===== src/common/clkrst_pkg.sv =====
// Shared constants for the deep-sleep gating and soft-reset block.
// Assumes a 32-bit AXI4-Lite register port with 12-bit byte addresses.
package clkrst_pkg;

    localparam int ADDR_W = 12;
    localparam int DATA_W = 32;
    localparam int NUM_PORTS = 8;
    localparam int SEL_W = 3;

    localparam logic [11:0] OFF_SOFT_RESET = 12'h040;
    localparam logic [11:0] OFF_RUN_CFG = 12'h060;
    localparam logic [11:0] OFF_RUN_GATE = 12'h100;
    localparam logic [11:0] OFF_SLEEP_GATE = 12'h110;
    localparam logic [11:0] OFF_DEEP_GATE = 12'h128;
    localparam logic [11:0] OFF_INT_STATUS = 12'h180;
    localparam logic [11:0] OFF_INT_MASK = 12'h184;

    localparam logic [31:0] REG_RESET = 32'h0000_0000;
    localparam logic [31:0] GATE_MASK = 32'h0000_00FF;
    localparam logic [31:0] SRST_MASK = 32'h0001_0048;
    localparam logic [31:0] RUN_CFG_MASK = 32'h0800_0000;
    localparam logic [31:0] INT_MASK_W = 32'h0000_0003;

    localparam int SRST_ADC0_BIT = 16;
    localparam int SRST_HIB_BIT = 6;
    localparam int SRST_WDOG_BIT = 3;
    localparam int ACG_BIT = 27;
    localparam int INT_FAULT_BIT = 0;
    localparam int INT_MASKED_BIT = 1;

    localparam logic [1:0] RESP_OKAY = 2'h0;
    localparam logic [1:0] RESP_SLVERR = 2'h2;

    typedef enum logic [1:0]
    {
        MODE_RUN,
        MODE_SLEEP,
        MODE_DEEP
    } power_mode_t;

endpackage


===== src/logic/access_check.sv =====
// Flags port accesses that hit a port whose clock is gated off.
// Assumes one access request per cycle from same-clock bus logic.
`timescale 1ns/100ps
module access_check
(
    input wire logic aclk,
    input wire logic aresetn,
    input wire logic acc_valid,
    input wire logic [2:0] acc_sel,
    input wire logic [7:0] clk_en,
    output logic fault
);

    logic fault_r;
    logic fault_nxt;

    assign fault_nxt = acc_valid && !clk_en[acc_sel];
    assign fault = fault_r;

    always_ff @(posedge aclk)
    begin
        if (!aresetn)
            fault_r <= 1'b0;
        else
            fault_r <= fault_nxt;
    end

endmodule // access_check


===== src/logic/clock_gate_ctl.sv =====
// Deep-sleep port clock gating and peripheral soft-reset control.
// Assumes an AXI4-Lite master on aclk; power_mode, cap_mask and the
// port access request come from logic on the same clock.
//
// Notes on behaviour
// - The deep-sleep gate register has one enable per port, A at bit 0 to H at bit 7.
// - A port whose active gate bit is 1 gets its clock, at 0 it is unclocked.
// - An access to a port whose clock is gated off answers with a bus fault.
// - All gate enables come out of reset at 0, so every port starts unclocked.
// - Run, sleep and deep-sleep gate registers are chosen by the power state.
// - Sleep and deep-sleep sets apply only when automatic gating is on.
// - Bits 31:8 of the deep-sleep gate register are read-only zero.
// - Soft-reset writes are masked by the capability bits.
// - Soft-reset bit 16 holds the converter module 0 in reset.
// - Soft-reset bit 6 holds the hibernation module in reset.
// - Soft-reset bit 3 holds the watchdog in reset; other bits read zero.
// - The deep-sleep gate and soft-reset registers reset to all zero.
`timescale 1ns/100ps
module clock_gate_ctl
(
    input wire logic aclk,
    input wire logic aresetn,
    input wire logic [11:0] awaddr,
    input wire logic [2:0] awprot,
    input wire logic awvalid,
    output logic awready,
    input wire logic [31:0] wdata,
    input wire logic [3:0] wstrb,
    input wire logic wvalid,
    output logic wready,
    output logic [1:0] bresp,
    output logic bvalid,
    input wire logic bready,
    input wire logic [11:0] araddr,
    input wire logic [2:0] arprot,
    input wire logic arvalid,
    output logic arready,
    output logic [31:0] rdata,
    output logic [1:0] rresp,
    output logic rvalid,
    input wire logic rready,
    input wire clkrst_pkg::power_mode_t power_mode,
    input wire logic [31:0] capability_mask_1,
    input wire logic port_acc_valid,
    input wire logic [2:0] port_acc_sel,
    output logic port_acc_fault,
    output logic [7:0] port_clk_en,
    output logic adc0_reset,
    output logic hibernate_reset_ctl,
    output logic watchdog_reset_ctl,
    output logic irq
);

    // Word match on the register index; byte lanes come from wstrb
    function automatic logic hit
    (
        input logic [11:0] addr,
        input logic [11:0] off
    );
        hit = (addr[11:2] == off[11:2]);
    endfunction

    // Byte-lane merge limited to the writable field bits
    function automatic logic [31:0] merge
    (
        input logic [31:0] old,
        input logic [31:0] data,
        input logic [3:0] strb,
        input logic [31:0] field
    );
        logic [31:0] lanes;
        lanes = {{8{strb[3]}}, {8{strb[2]}}, {8{strb[1]}}, {8{strb[0]}}};
        merge = ((old & ~lanes) | (data & lanes)) & field;
    endfunction

    // Bus channel state
    logic awready_r;
    logic wready_r;
    logic bvalid_r;
    logic [1:0] bresp_r;
    logic arready_r;
    logic rvalid_r;
    logic [1:0] rresp_r;
    logic [31:0] rdata_r;
    logic [11:0] wr_addr_r;
    logic [31:0] wr_data_r;
    logic [3:0] wr_strb_r;

    // Register file
    logic [31:0] periph_soft_reset_0_r;
    logic [31:0] run_clock_config_r;
    logic [31:0] run_clock_gate_2_r;
    logic [31:0] sleep_clock_gate_2_r;
    logic [31:0] deep_sleep_clock_gate_2_r;
    logic [31:0] int_status_r;
    logic [31:0] int_mask_r;

    // Output flops
    logic [7:0] port_clk_en_r;
    logic adc0_reset_r;
    logic hibernate_reset_ctl_r;
    logic watchdog_reset_ctl_r;
    logic irq_r;

    logic aw_take;
    logic w_take;
    logic wr_fire;
    logic wr_done;
    logic ar_take;
    logic rd_done;

    logic wr_srst;
    logic wr_cfg;
    logic wr_run;
    logic wr_sleep;
    logic wr_deep;
    logic wr_stat;
    logic wr_mask;
    logic wr_ok;

    logic rd_srst;
    logic rd_cfg;
    logic rd_run;
    logic rd_sleep;
    logic rd_deep;
    logic rd_stat;
    logic rd_mask;
    logic rd_ok;
    logic [31:0] rd_word;

    logic [31:0] srst_field;
    logic [31:0] srst_refused;
    logic [31:0] periph_soft_reset_0_nxt;
    logic [31:0] run_clock_config_nxt;
    logic [31:0] run_clock_gate_2_nxt;
    logic [31:0] sleep_clock_gate_2_nxt;
    logic [31:0] deep_sleep_clock_gate_2_nxt;
    logic [31:0] int_mask_nxt;
    logic [31:0] int_status_nxt;
    logic [31:0] int_events;
    logic [31:0] int_kept;
    logic [7:0] port_clk_en_nxt;
    logic fault_pulse;

    // Channel handshakes; address and data may arrive in either order
    assign aw_take = awvalid && awready_r;
    assign w_take = wvalid && wready_r;
    assign wr_fire = !awready_r && !wready_r && !bvalid_r;
    assign wr_done = bvalid_r && bready;
    assign ar_take = arvalid && arready_r;
    assign rd_done = rvalid_r && rready;

    // Write decode
    assign wr_srst = wr_fire && hit(wr_addr_r, clkrst_pkg::OFF_SOFT_RESET);
    assign wr_cfg = wr_fire && hit(wr_addr_r, clkrst_pkg::OFF_RUN_CFG);
    assign wr_run = wr_fire && hit(wr_addr_r, clkrst_pkg::OFF_RUN_GATE);
    assign wr_sleep = wr_fire
        && hit(wr_addr_r, clkrst_pkg::OFF_SLEEP_GATE);
    assign wr_deep = wr_fire && hit(wr_addr_r, clkrst_pkg::OFF_DEEP_GATE);
    assign wr_stat = wr_fire
        && hit(wr_addr_r, clkrst_pkg::OFF_INT_STATUS);
    assign wr_mask = wr_fire && hit(wr_addr_r, clkrst_pkg::OFF_INT_MASK);
    assign wr_ok = wr_srst || wr_cfg || wr_run || wr_sleep || wr_deep
        || wr_stat || wr_mask;

    // Read decode
    assign rd_srst = hit(araddr, clkrst_pkg::OFF_SOFT_RESET);
    assign rd_cfg = hit(araddr, clkrst_pkg::OFF_RUN_CFG);
    assign rd_run = hit(araddr, clkrst_pkg::OFF_RUN_GATE);
    assign rd_sleep = hit(araddr, clkrst_pkg::OFF_SLEEP_GATE);
    assign rd_deep = hit(araddr, clkrst_pkg::OFF_DEEP_GATE);
    assign rd_stat = hit(araddr, clkrst_pkg::OFF_INT_STATUS);
    assign rd_mask = hit(araddr, clkrst_pkg::OFF_INT_MASK);
    assign rd_ok = rd_srst || rd_cfg || rd_run || rd_sleep || rd_deep
        || rd_stat || rd_mask;

    // Unmapped reads return zero with an error response
    assign rd_word = rd_srst ? periph_soft_reset_0_r
        : rd_cfg ? run_clock_config_r
        : rd_run ? run_clock_gate_2_r
        : rd_sleep ? sleep_clock_gate_2_r
        : rd_deep ? deep_sleep_clock_gate_2_r
        : rd_stat ? int_status_r
        : rd_mask ? int_mask_r
        : clkrst_pkg::REG_RESET;

    // Capability bits gate which reset controls may ever be set
    assign srst_field = clkrst_pkg::SRST_MASK & capability_mask_1;
    assign srst_refused = wr_data_r & clkrst_pkg::SRST_MASK
        & ~capability_mask_1
        & merge(clkrst_pkg::REG_RESET, 32'hFFFF_FFFF, wr_strb_r,
                32'hFFFF_FFFF);

    assign periph_soft_reset_0_nxt = wr_srst
        ? merge(periph_soft_reset_0_r, wr_data_r, wr_strb_r,
                srst_field)
        : periph_soft_reset_0_r;
    assign run_clock_config_nxt = wr_cfg
        ? merge(run_clock_config_r, wr_data_r, wr_strb_r,
                clkrst_pkg::RUN_CFG_MASK)
        : run_clock_config_r;
    assign run_clock_gate_2_nxt = wr_run
        ? merge(run_clock_gate_2_r, wr_data_r, wr_strb_r,
                clkrst_pkg::GATE_MASK)
        : run_clock_gate_2_r;
    assign sleep_clock_gate_2_nxt = wr_sleep
        ? merge(sleep_clock_gate_2_r, wr_data_r, wr_strb_r,
                clkrst_pkg::GATE_MASK)
        : sleep_clock_gate_2_r;
    // Upper bits never stored, so they read back as zero
    assign deep_sleep_clock_gate_2_nxt = wr_deep
        ? merge(deep_sleep_clock_gate_2_r, wr_data_r, wr_strb_r,
                clkrst_pkg::GATE_MASK)
        : deep_sleep_clock_gate_2_r;
    assign int_mask_nxt = wr_mask
        ? merge(int_mask_r, wr_data_r, wr_strb_r, clkrst_pkg::INT_MASK_W)
        : int_mask_r;

    // Sticky events; a new event in the clearing read's cycle survives
    assign int_events[clkrst_pkg::INT_FAULT_BIT] = fault_pulse;
    assign int_events[clkrst_pkg::INT_MASKED_BIT] = wr_srst
        && (srst_refused != clkrst_pkg::REG_RESET);
    assign int_events[31:2] = '0;
    assign int_kept = (ar_take && rd_stat)
        ? clkrst_pkg::REG_RESET : int_status_r;
    assign int_status_nxt = int_kept | int_events;

    gate_select u_gate_select
    (
        .mode(power_mode),
        .auto_clock_gating(run_clock_config_r[clkrst_pkg::ACG_BIT]),
        .run_clock_gate_2(run_clock_gate_2_r[7:0]),
        .sleep_clock_gate_2(sleep_clock_gate_2_r[7:0]),
        .deep_sleep_clock_gate_2(deep_sleep_clock_gate_2_r[7:0]),
        .port_en(port_clk_en_nxt)
    );

    // Checked against the clock actually delivered this cycle
    access_check u_access_check
    (
        .aclk(aclk),
        .aresetn(aresetn),
        .acc_valid(port_acc_valid),
        .acc_sel(port_acc_sel),
        .clk_en(port_clk_en_r),
        .fault(fault_pulse)
    );

    // Write address and data channels
    always_ff @(posedge aclk)
    begin
        if (!aresetn)
        begin
            awready_r <= 1'b1;
            wready_r <= 1'b1;
            wr_addr_r <= '0;
            wr_data_r <= clkrst_pkg::REG_RESET;
            wr_strb_r <= '0;
        end
        else
        begin
            if (aw_take)
            begin
                awready_r <= 1'b0;
                wr_addr_r <= awaddr;
            end
            else if (wr_done)
                awready_r <= 1'b1;
            if (w_take)
            begin
                wready_r <= 1'b0;
                wr_data_r <= wdata;
                wr_strb_r <= wstrb;
            end
            else if (wr_done)
                wready_r <= 1'b1;
        end
    end

    // Write response
    always_ff @(posedge aclk)
    begin
        if (!aresetn)
        begin
            bvalid_r <= 1'b0;
            bresp_r <= clkrst_pkg::RESP_OKAY;
        end
        else if (wr_fire)
        begin
            bvalid_r <= 1'b1;
            bresp_r <= wr_ok ? clkrst_pkg::RESP_OKAY
                : clkrst_pkg::RESP_SLVERR;
        end
        else if (wr_done)
            bvalid_r <= 1'b0;
    end

    // Read channels; data is captured when the address is taken
    always_ff @(posedge aclk)
    begin
        if (!aresetn)
        begin
            arready_r <= 1'b1;
            rvalid_r <= 1'b0;
            rresp_r <= clkrst_pkg::RESP_OKAY;
            rdata_r <= clkrst_pkg::REG_RESET;
        end
        else if (ar_take)
        begin
            arready_r <= 1'b0;
            rvalid_r <= 1'b1;
            rdata_r <= rd_word;
            rresp_r <= rd_ok ? clkrst_pkg::RESP_OKAY
                : clkrst_pkg::RESP_SLVERR;
        end
        else if (rd_done)
        begin
            arready_r <= 1'b1;
            rvalid_r <= 1'b0;
        end
    end

    // Register file
    always_ff @(posedge aclk)
    begin
        if (!aresetn)
        begin
            periph_soft_reset_0_r <= clkrst_pkg::REG_RESET;
            run_clock_config_r <= clkrst_pkg::REG_RESET;
            run_clock_gate_2_r <= clkrst_pkg::REG_RESET;
            sleep_clock_gate_2_r <= clkrst_pkg::REG_RESET;
            deep_sleep_clock_gate_2_r <= clkrst_pkg::REG_RESET;
            int_status_r <= clkrst_pkg::REG_RESET;
            int_mask_r <= clkrst_pkg::REG_RESET;
        end
        else
        begin
            periph_soft_reset_0_r <= periph_soft_reset_0_nxt;
            run_clock_config_r <= run_clock_config_nxt;
            run_clock_gate_2_r <= run_clock_gate_2_nxt;
            sleep_clock_gate_2_r <= sleep_clock_gate_2_nxt;
            deep_sleep_clock_gate_2_r <= deep_sleep_clock_gate_2_nxt;
            int_status_r <= int_status_nxt;
            int_mask_r <= int_mask_nxt;
        end
    end

    // Clock enables, reset holds and interrupt line
    always_ff @(posedge aclk)
    begin
        if (!aresetn)
        begin
            port_clk_en_r <= '0;
            adc0_reset_r <= 1'b0;
            hibernate_reset_ctl_r <= 1'b0;
            watchdog_reset_ctl_r <= 1'b0;
            irq_r <= 1'b0;
        end
        else
        begin
            port_clk_en_r <= port_clk_en_nxt;
            adc0_reset_r <=
                periph_soft_reset_0_r[clkrst_pkg::SRST_ADC0_BIT];
            hibernate_reset_ctl_r <=
                periph_soft_reset_0_r[clkrst_pkg::SRST_HIB_BIT];
            watchdog_reset_ctl_r <=
                periph_soft_reset_0_r[clkrst_pkg::SRST_WDOG_BIT];
            irq_r <= |(int_status_r & int_mask_r);
        end
    end

    assign awready = awready_r;
    assign wready = wready_r;
    assign bvalid = bvalid_r;
    assign bresp = bresp_r;
    assign arready = arready_r;
    assign rvalid = rvalid_r;
    assign rresp = rresp_r;
    assign rdata = rdata_r;
    assign port_clk_en = port_clk_en_r;
    assign port_acc_fault = fault_pulse;
    assign adc0_reset = adc0_reset_r;
    assign hibernate_reset_ctl = hibernate_reset_ctl_r;
    assign watchdog_reset_ctl = watchdog_reset_ctl_r;
    assign irq = irq_r;

endmodule // clock_gate_ctl


===== src/logic/gate_select.sv =====
// Picks the active per-port clock-gating set for the power state.
// Assumes mode and registers come from the same clock domain.
`timescale 1ns/100ps
module gate_select
(
    input wire clkrst_pkg::power_mode_t mode,
    input wire logic auto_clock_gating,
    input wire logic [7:0] run_clock_gate_2,
    input wire logic [7:0] sleep_clock_gate_2,
    input wire logic [7:0] deep_sleep_clock_gate_2,
    output logic [7:0] port_en
);

    logic use_sleep;
    logic use_deep;

    // Without automatic gating the sleep states keep the run set
    assign use_sleep = auto_clock_gating
        && (mode == clkrst_pkg::MODE_SLEEP);
    assign use_deep = auto_clock_gating
        && (mode == clkrst_pkg::MODE_DEEP);
    assign port_en = use_deep ? deep_sleep_clock_gate_2
        : use_sleep ? sleep_clock_gate_2
        : run_clock_gate_2;

endmodule // gate_select


===== config.mk =====
export PLATFORM = sky130hd
export DESIGN_NAME = clock_gate_ctl
export DESIGN_NICKNAME = d
export VERILOG_FILES = /design/src/common/clkrst_pkg.sv /design/src/logic/access_check.sv /design/src/logic/clock_gate_ctl.sv /design/src/logic/gate_select.sv
export SDC_FILE = /design/constraint.sdc
export NUM_CORES = 1
export LEC_CHECK = 0
export BUFFER_PORTS_ARGS = -buffer_cell sky130_fd_sc_hd__buf_4
export CORE_ASPECT_RATIO = 1.2
export CORE_MARGIN = 8
export CORE_UTILIZATION = 38
export DETAILED_ROUTE_END_ITERATION = 16
export SETUP_SLACK_MARGIN = 0.1
export SYNTH_ARGS = -nofsm -noshare
export SYNTH_HDL_FRONTEND = slang
export SYNTH_HIERARCHICAL = 1
export SYNTH_SLANG_ARGS = --single-unit

===== constraint.sdc =====
create_clock -name aclk -period 3.2 [get_ports aclk]
set_clock_uncertainty 0.1 [all_clocks]
set_input_delay 0.64 -clock aclk [delete_from_list [all_inputs] [get_ports aclk]]
set_output_delay 0.64 -clock aclk [all_outputs]
set_load 0.03 [all_outputs]

=== After elaboration in Yosys (flattened, before gate mapping) ===
Cells that the tools add are included.

* Register bits after elaboration: 193
* Output and inout port bits: 54
* Word-level logic and storage cells: 125

* Order comparisons: 1
* Equality and inequality tests: 16
* Multiplexer cells: 23
* Bitwise operators: 20
* Reductions and logical operators: 41

{| class="wikitable"
|+ Operators by type and width
! cell !! count
|-
| $mux 32 || 7
|-
| $eq 10x7->1 const B || 10
|-
| $and 32x32->32 || 3
|-
| $not 32->32 || 2
|-
| $eq 10x5->1 const B || 4
|-
| $and 17x32->32 || 1
|-
| $and 32x17->32 || 1
|-
| $and 32x2->32 || 1
|-
| $or 32x2->32 || 1
|-
| $or 32x32->32 || 1
|-
| $reduce_bool 32->1 || 1
|-
| $reduce_or 32->1 || 1
|-
| $and 28x28->28 || 1
|-
| $or 28x28->28 || 1
|-
| $and 8x8->8 || 3
|-
| $or 8x8->8 || 3
|-
| $logic_and 1x1->1 || 19
|-
| $mux 8 || 2
|-
| $logic_or 1x1->1 || 12
|-
| $mux 1 || 10
|-
| $reduce_bool 2->1 || 4
|-
| $mux 2 || 3
|-
| $logic_not 1->1 || 4
|-
| $lt 3x4->1 const B || 1
|-
| other kinds (5) || 5
|}

=== Logic depth before layout (Yosys ltp) ===
* Depth after elaboration: 11
* Depth in mapped cells: 6
* Mapped depth without buffers: 4

=== Cells and area by module ===
Netlist, hierarchy kept.

{| class="wikitable"
|+ By module, submodules not included
! module !! instances !! cells each !! area each (um^2) !! seq. area each (um^2)
|-
| clock_gate_ctl || 1 || 439 || 3,771.1 || 1,681.6
|-
| gate_select || 1 || 49 || 344.1 || 0.0
|-
| access_check || 1 || 8 || 93.8 || 20.0
|}

=== Worst setup path after synthesis ===
Ideal clock, no wire load.

* Path kind: input to register
* Start: input araddr[3]
* End: register rresp_r[1], in the netlist rresp[1]
* Arrival time: 1,871 ps
* Data required time: 3,030 ps
* Setup slack: 1,159 ps
* Stages: 6
* Buffers on the path: 2
* Cells stage by stage: buf_4 and3b_1 buf_6 o211a_1 or4_1 a21oi_1

* Word-level cells in the longest chain between the ends: 8
* Elaborated cells between the ends (all ways): 14
* Classes of those cells: 7 x eq/ne; 1 x mux; 6 x reduce/logical

{| class="wikitable"
|+ Ends and longest elaborated chain
! item !! line !! source
|-
| start: declaration || clock_gate_ctl.sv:34 || <nowiki>input wire logic [11:0] araddr,</nowiki>
|-
| $eq 10x5->1 || clock_gate_ctl.sv:60 || <nowiki>hit = (addr[11:2] == off[11:2]);</nowiki>
|-
| $logic_or 1x1->1 (4 in series) || clock_gate_ctl.sv:174 || <nowiki>assign rd_ok = rd_srst || rd_cfg || rd_run || rd_sleep || rd_deep</nowiki>
|-
| $logic_or 1x1->1 || clock_gate_ctl.sv:175 || <nowiki>|| rd_stat || rd_mask;</nowiki>
|-
| $logic_or 1x1->1 * || clock_gate_ctl.sv:175 ||
|-
| $mux 2 * || clock_gate_ctl.sv:313 || <nowiki>rresp_r <= rd_ok ? clkrst_pkg::RESP_OKAY</nowiki>
|-
| end signal: assignment || clock_gate_ctl.sv:305 || <nowiki>rresp_r <= clkrst_pkg::RESP_OKAY;</nowiki>
|-
| end signal: assignment || clock_gate_ctl.sv:313 ||
|-
| end: declaration || clock_gate_ctl.sv:83 || <nowiki>logic [1:0] rresp_r;</nowiki>
|}

Every way passes the cells marked *; elsewhere a longest branch is shown, timed or not.
A chain may end at the register's enable or synchronous reset.

==> flow_summary.ini <==
[synth]
yosysWarnings = 6
synthCells = 496
async_reset_ff_share_pct = 0
postSynthRegisterBits = 85
synth-main-ff-cell = dfxtp_1
netlist_area_sq_um = 4210
synth_edf_count = 0
synth_cell_types = 59
avgSynthCellArea_sq_um = 8.49
ys_seq_area_share_pct = 40.4

[floorplanning]
dieArea_sq_um = 14700
coreArea_sq_um = 10900
die_y_um = 131
die_w_um = 112
initial_core_util_pct = 38.5
fp-row-count = 42
ios = 165

[setup_path]
startpoint = bvalid
crit_family = simple AND/OR/NAND/NOR gates
crit_buf_inv = 0
worstReg2RegStart = bvalid
crit_chain = nor3_1 -> and2_1 -> nand4b_1 -> mux2i_1
cp.required_ps = 3350
worstSetupStartpointType = flip-flop
reg2regPathDepth = 4
worstPathArrival_ps = 2460
rrSetupSlack_ps = 900
cp_num_cells = 4
crit_fanout = 8
critPathSlowestCell = nor3_1
cp_slowest_stage_delay_ps = 570
critPathCaptureType = flip-flop
criticalPathCategory = reg2reg

[global_route]
overflow = 0
grt_pass1_wl_um = 18500
gr-usage-all-layers_pct = 15.2
antenna_found_initial = 0
grt_max_degree = 43
first_global_vias = 3748

[clocking]
cts_setup_buffers = 0
clockRootBuffer = clkbuf_16
cts_resized = 0
cts_hold_buf = 0
clock_latency_ps = 340
h-tree-depth = 3
cts_buffers = 9
cts_sinks = 85
clk_transition_reported_paths_ps = 60
cts_tree = yes
clock_path_buffers = 2

[place]
dp_hpwl_um = 8410
detailed_place.area_sq_um = 4760
gp_congestion = 0.844
port_buffers = 78

[timing]
maxSlewViolCount = 0
worstMarginPinSlew_ps = 883
finalSetupViolCount = 0
fin_crit_ps = 2300
max_slew_margin_pct = 41.1
tns_ps = 0
clock.fmax_mhz = 434
finalHoldViolCount = 0
rsz0062_at_grt = no
fin_crit_sh_pct = 71.9

[power]
pwr-share-seq_pct = 45.5
ir_drop_v = 0.000287
switching_share_pct = 26.7
leakage_nw = 2.14
comb_power_share_pct = 11.8
power.density_nw_per_um2 = 486
switchingPower_w = 0.000656
pwr-share-clk_pct = 42.7
power.internal_w = 0.00180

[route]
drt_pre_antenna_iters = 8
wl_per_cell_um = 16.3
viasPerCell = 5.30
first_iter_violations = 192
vias = 3700
drc_errors = 0
routed_wl_um = 11400
ant_nets = 0

[run]
cap_viol_max_count = 0

[finish]
final_common_cell = nand2_1
postLayoutCellArea_sq_um = 5050
syn_to_final_growth_pct = 20.1
final_nets = 672
layout_common_cells = 87 x nand2_1, 85 x dfxtp_1, 83 x buf_4
drive_above_1_share_pct = 21.4
n_antenna_cell = 0

[status]
status = finished, final reports clean

[worst_hold_path]
hold_class = reg2reg
## power by group through the flow
stage	Clock [W]	Sequential, W	Combinational, W
after CTS	0.00107	0.00112	0.000288
final	0.00105	0.00112	0.000289
after floorplan	0	0.00115	0.000196
after global routing	0.00110	0.00112	0.000316
after global placement	0	0.00114	0.000282
after detailed placement	0	0.00114	0.000287
## cells by family (layout without fill, tap and decap cells)
group	after synthesis	count (layout)	synth area share, %
multiplexers	35	35	8.71
other	1	24	0.0891
AND/OR/NAND/NOR	197	197	24.3
AO/OA/AOI/OAI	111	111	17.3
buffers and inverters	67	114	9.13
flip-flops	85	85	40.4
## cell usage after synthesis, types with 6 or more instances
cell type / number / area [sq um]
nor2b_1: 6 / 37.5
mux2i_1: 31 / 310
o221a_2: 8 / 90.1
nor2_1: 26 / 97.6
and2_1: 14 / 87.6
clkbuf_1: 16 / 60.1
buf_2: 6 / 30.0
buf_4: 25 / 188
o21ai_1: 6 / 30.0
o21ai_0: 8 / 40.0
a31oi_1: 8 / 50.1
dfxtp_1: 85 / 1700
a21oi_1: 49 / 245
nand4_1: 8 / 50.1
o32a_1: 8 / 80.1
nand3_1: 11 / 55.1
nand2_1: 87 / 327
inv_1: 14 / 52.6
## layout make-up
class | instances | area [sq um]
repair buffers | 83 | 623
clock inverters | 7 | 72.6
flip-flops and latches | 85 | 1700
clock buffers | 9 | 225
fillers | 1083 | 5880
well taps | 132 | 165
inverters | 15 | 56.3
multi-input cells | 367 | 2210
## worst reg2reg max path, cell delays in order (launching register included)
cell and delay, ps:
dfxtp_1 360, nor3_1 570, and2_1 300, nand4b_1 560
mux2i_1 340
## through the flow
stage | util (%) | setup slack [ps] | power (W) | hold WS [ps] | instances
after CTS | 46.2 | 874 | 0.00248 | 357 | 698
after floorplan | - | 1160 | 0.00135 | 336 | 519
after global routing | 46.2 | 775 | 0.00254 | 392 | 698
after detailed placement | 43.5 | 900 | 0.00143 | 348 | 682
final | 46.2 | 898 | 0.00246 | 357 | 698
after global placement | 43.5 | 925 | 0.00142 | 346 | 682
## how the worst min path moves through the flow
stage,slack [ps],start,depth (start not counted),to
floorplan,340,wr_data_r[27],2,wr_data_r[27]
global placement,350,wr_data_r[27],2,wr_data_r[27]
detailed placement,350,wr_data_r[27],2,wr_data_r[27]
CTS,360,wr_data_r[27],2,wr_data_r[27]
global route,390,wr_data_r[4],2,wr_data_r[4]
finish,360,wr_data_r[27],2,wr_data_r[27]
## routing by layer
metal  vias up  share of wire (%)  GRT usage (%)
li1       1846                  -              -
met1      1720                 45           17.5
met2       114                 47           26.9
met3        20                5.7           3.44
met4         0                2.0           5.86
met5         -                  0              0
(Power assumes the default switching activity.)
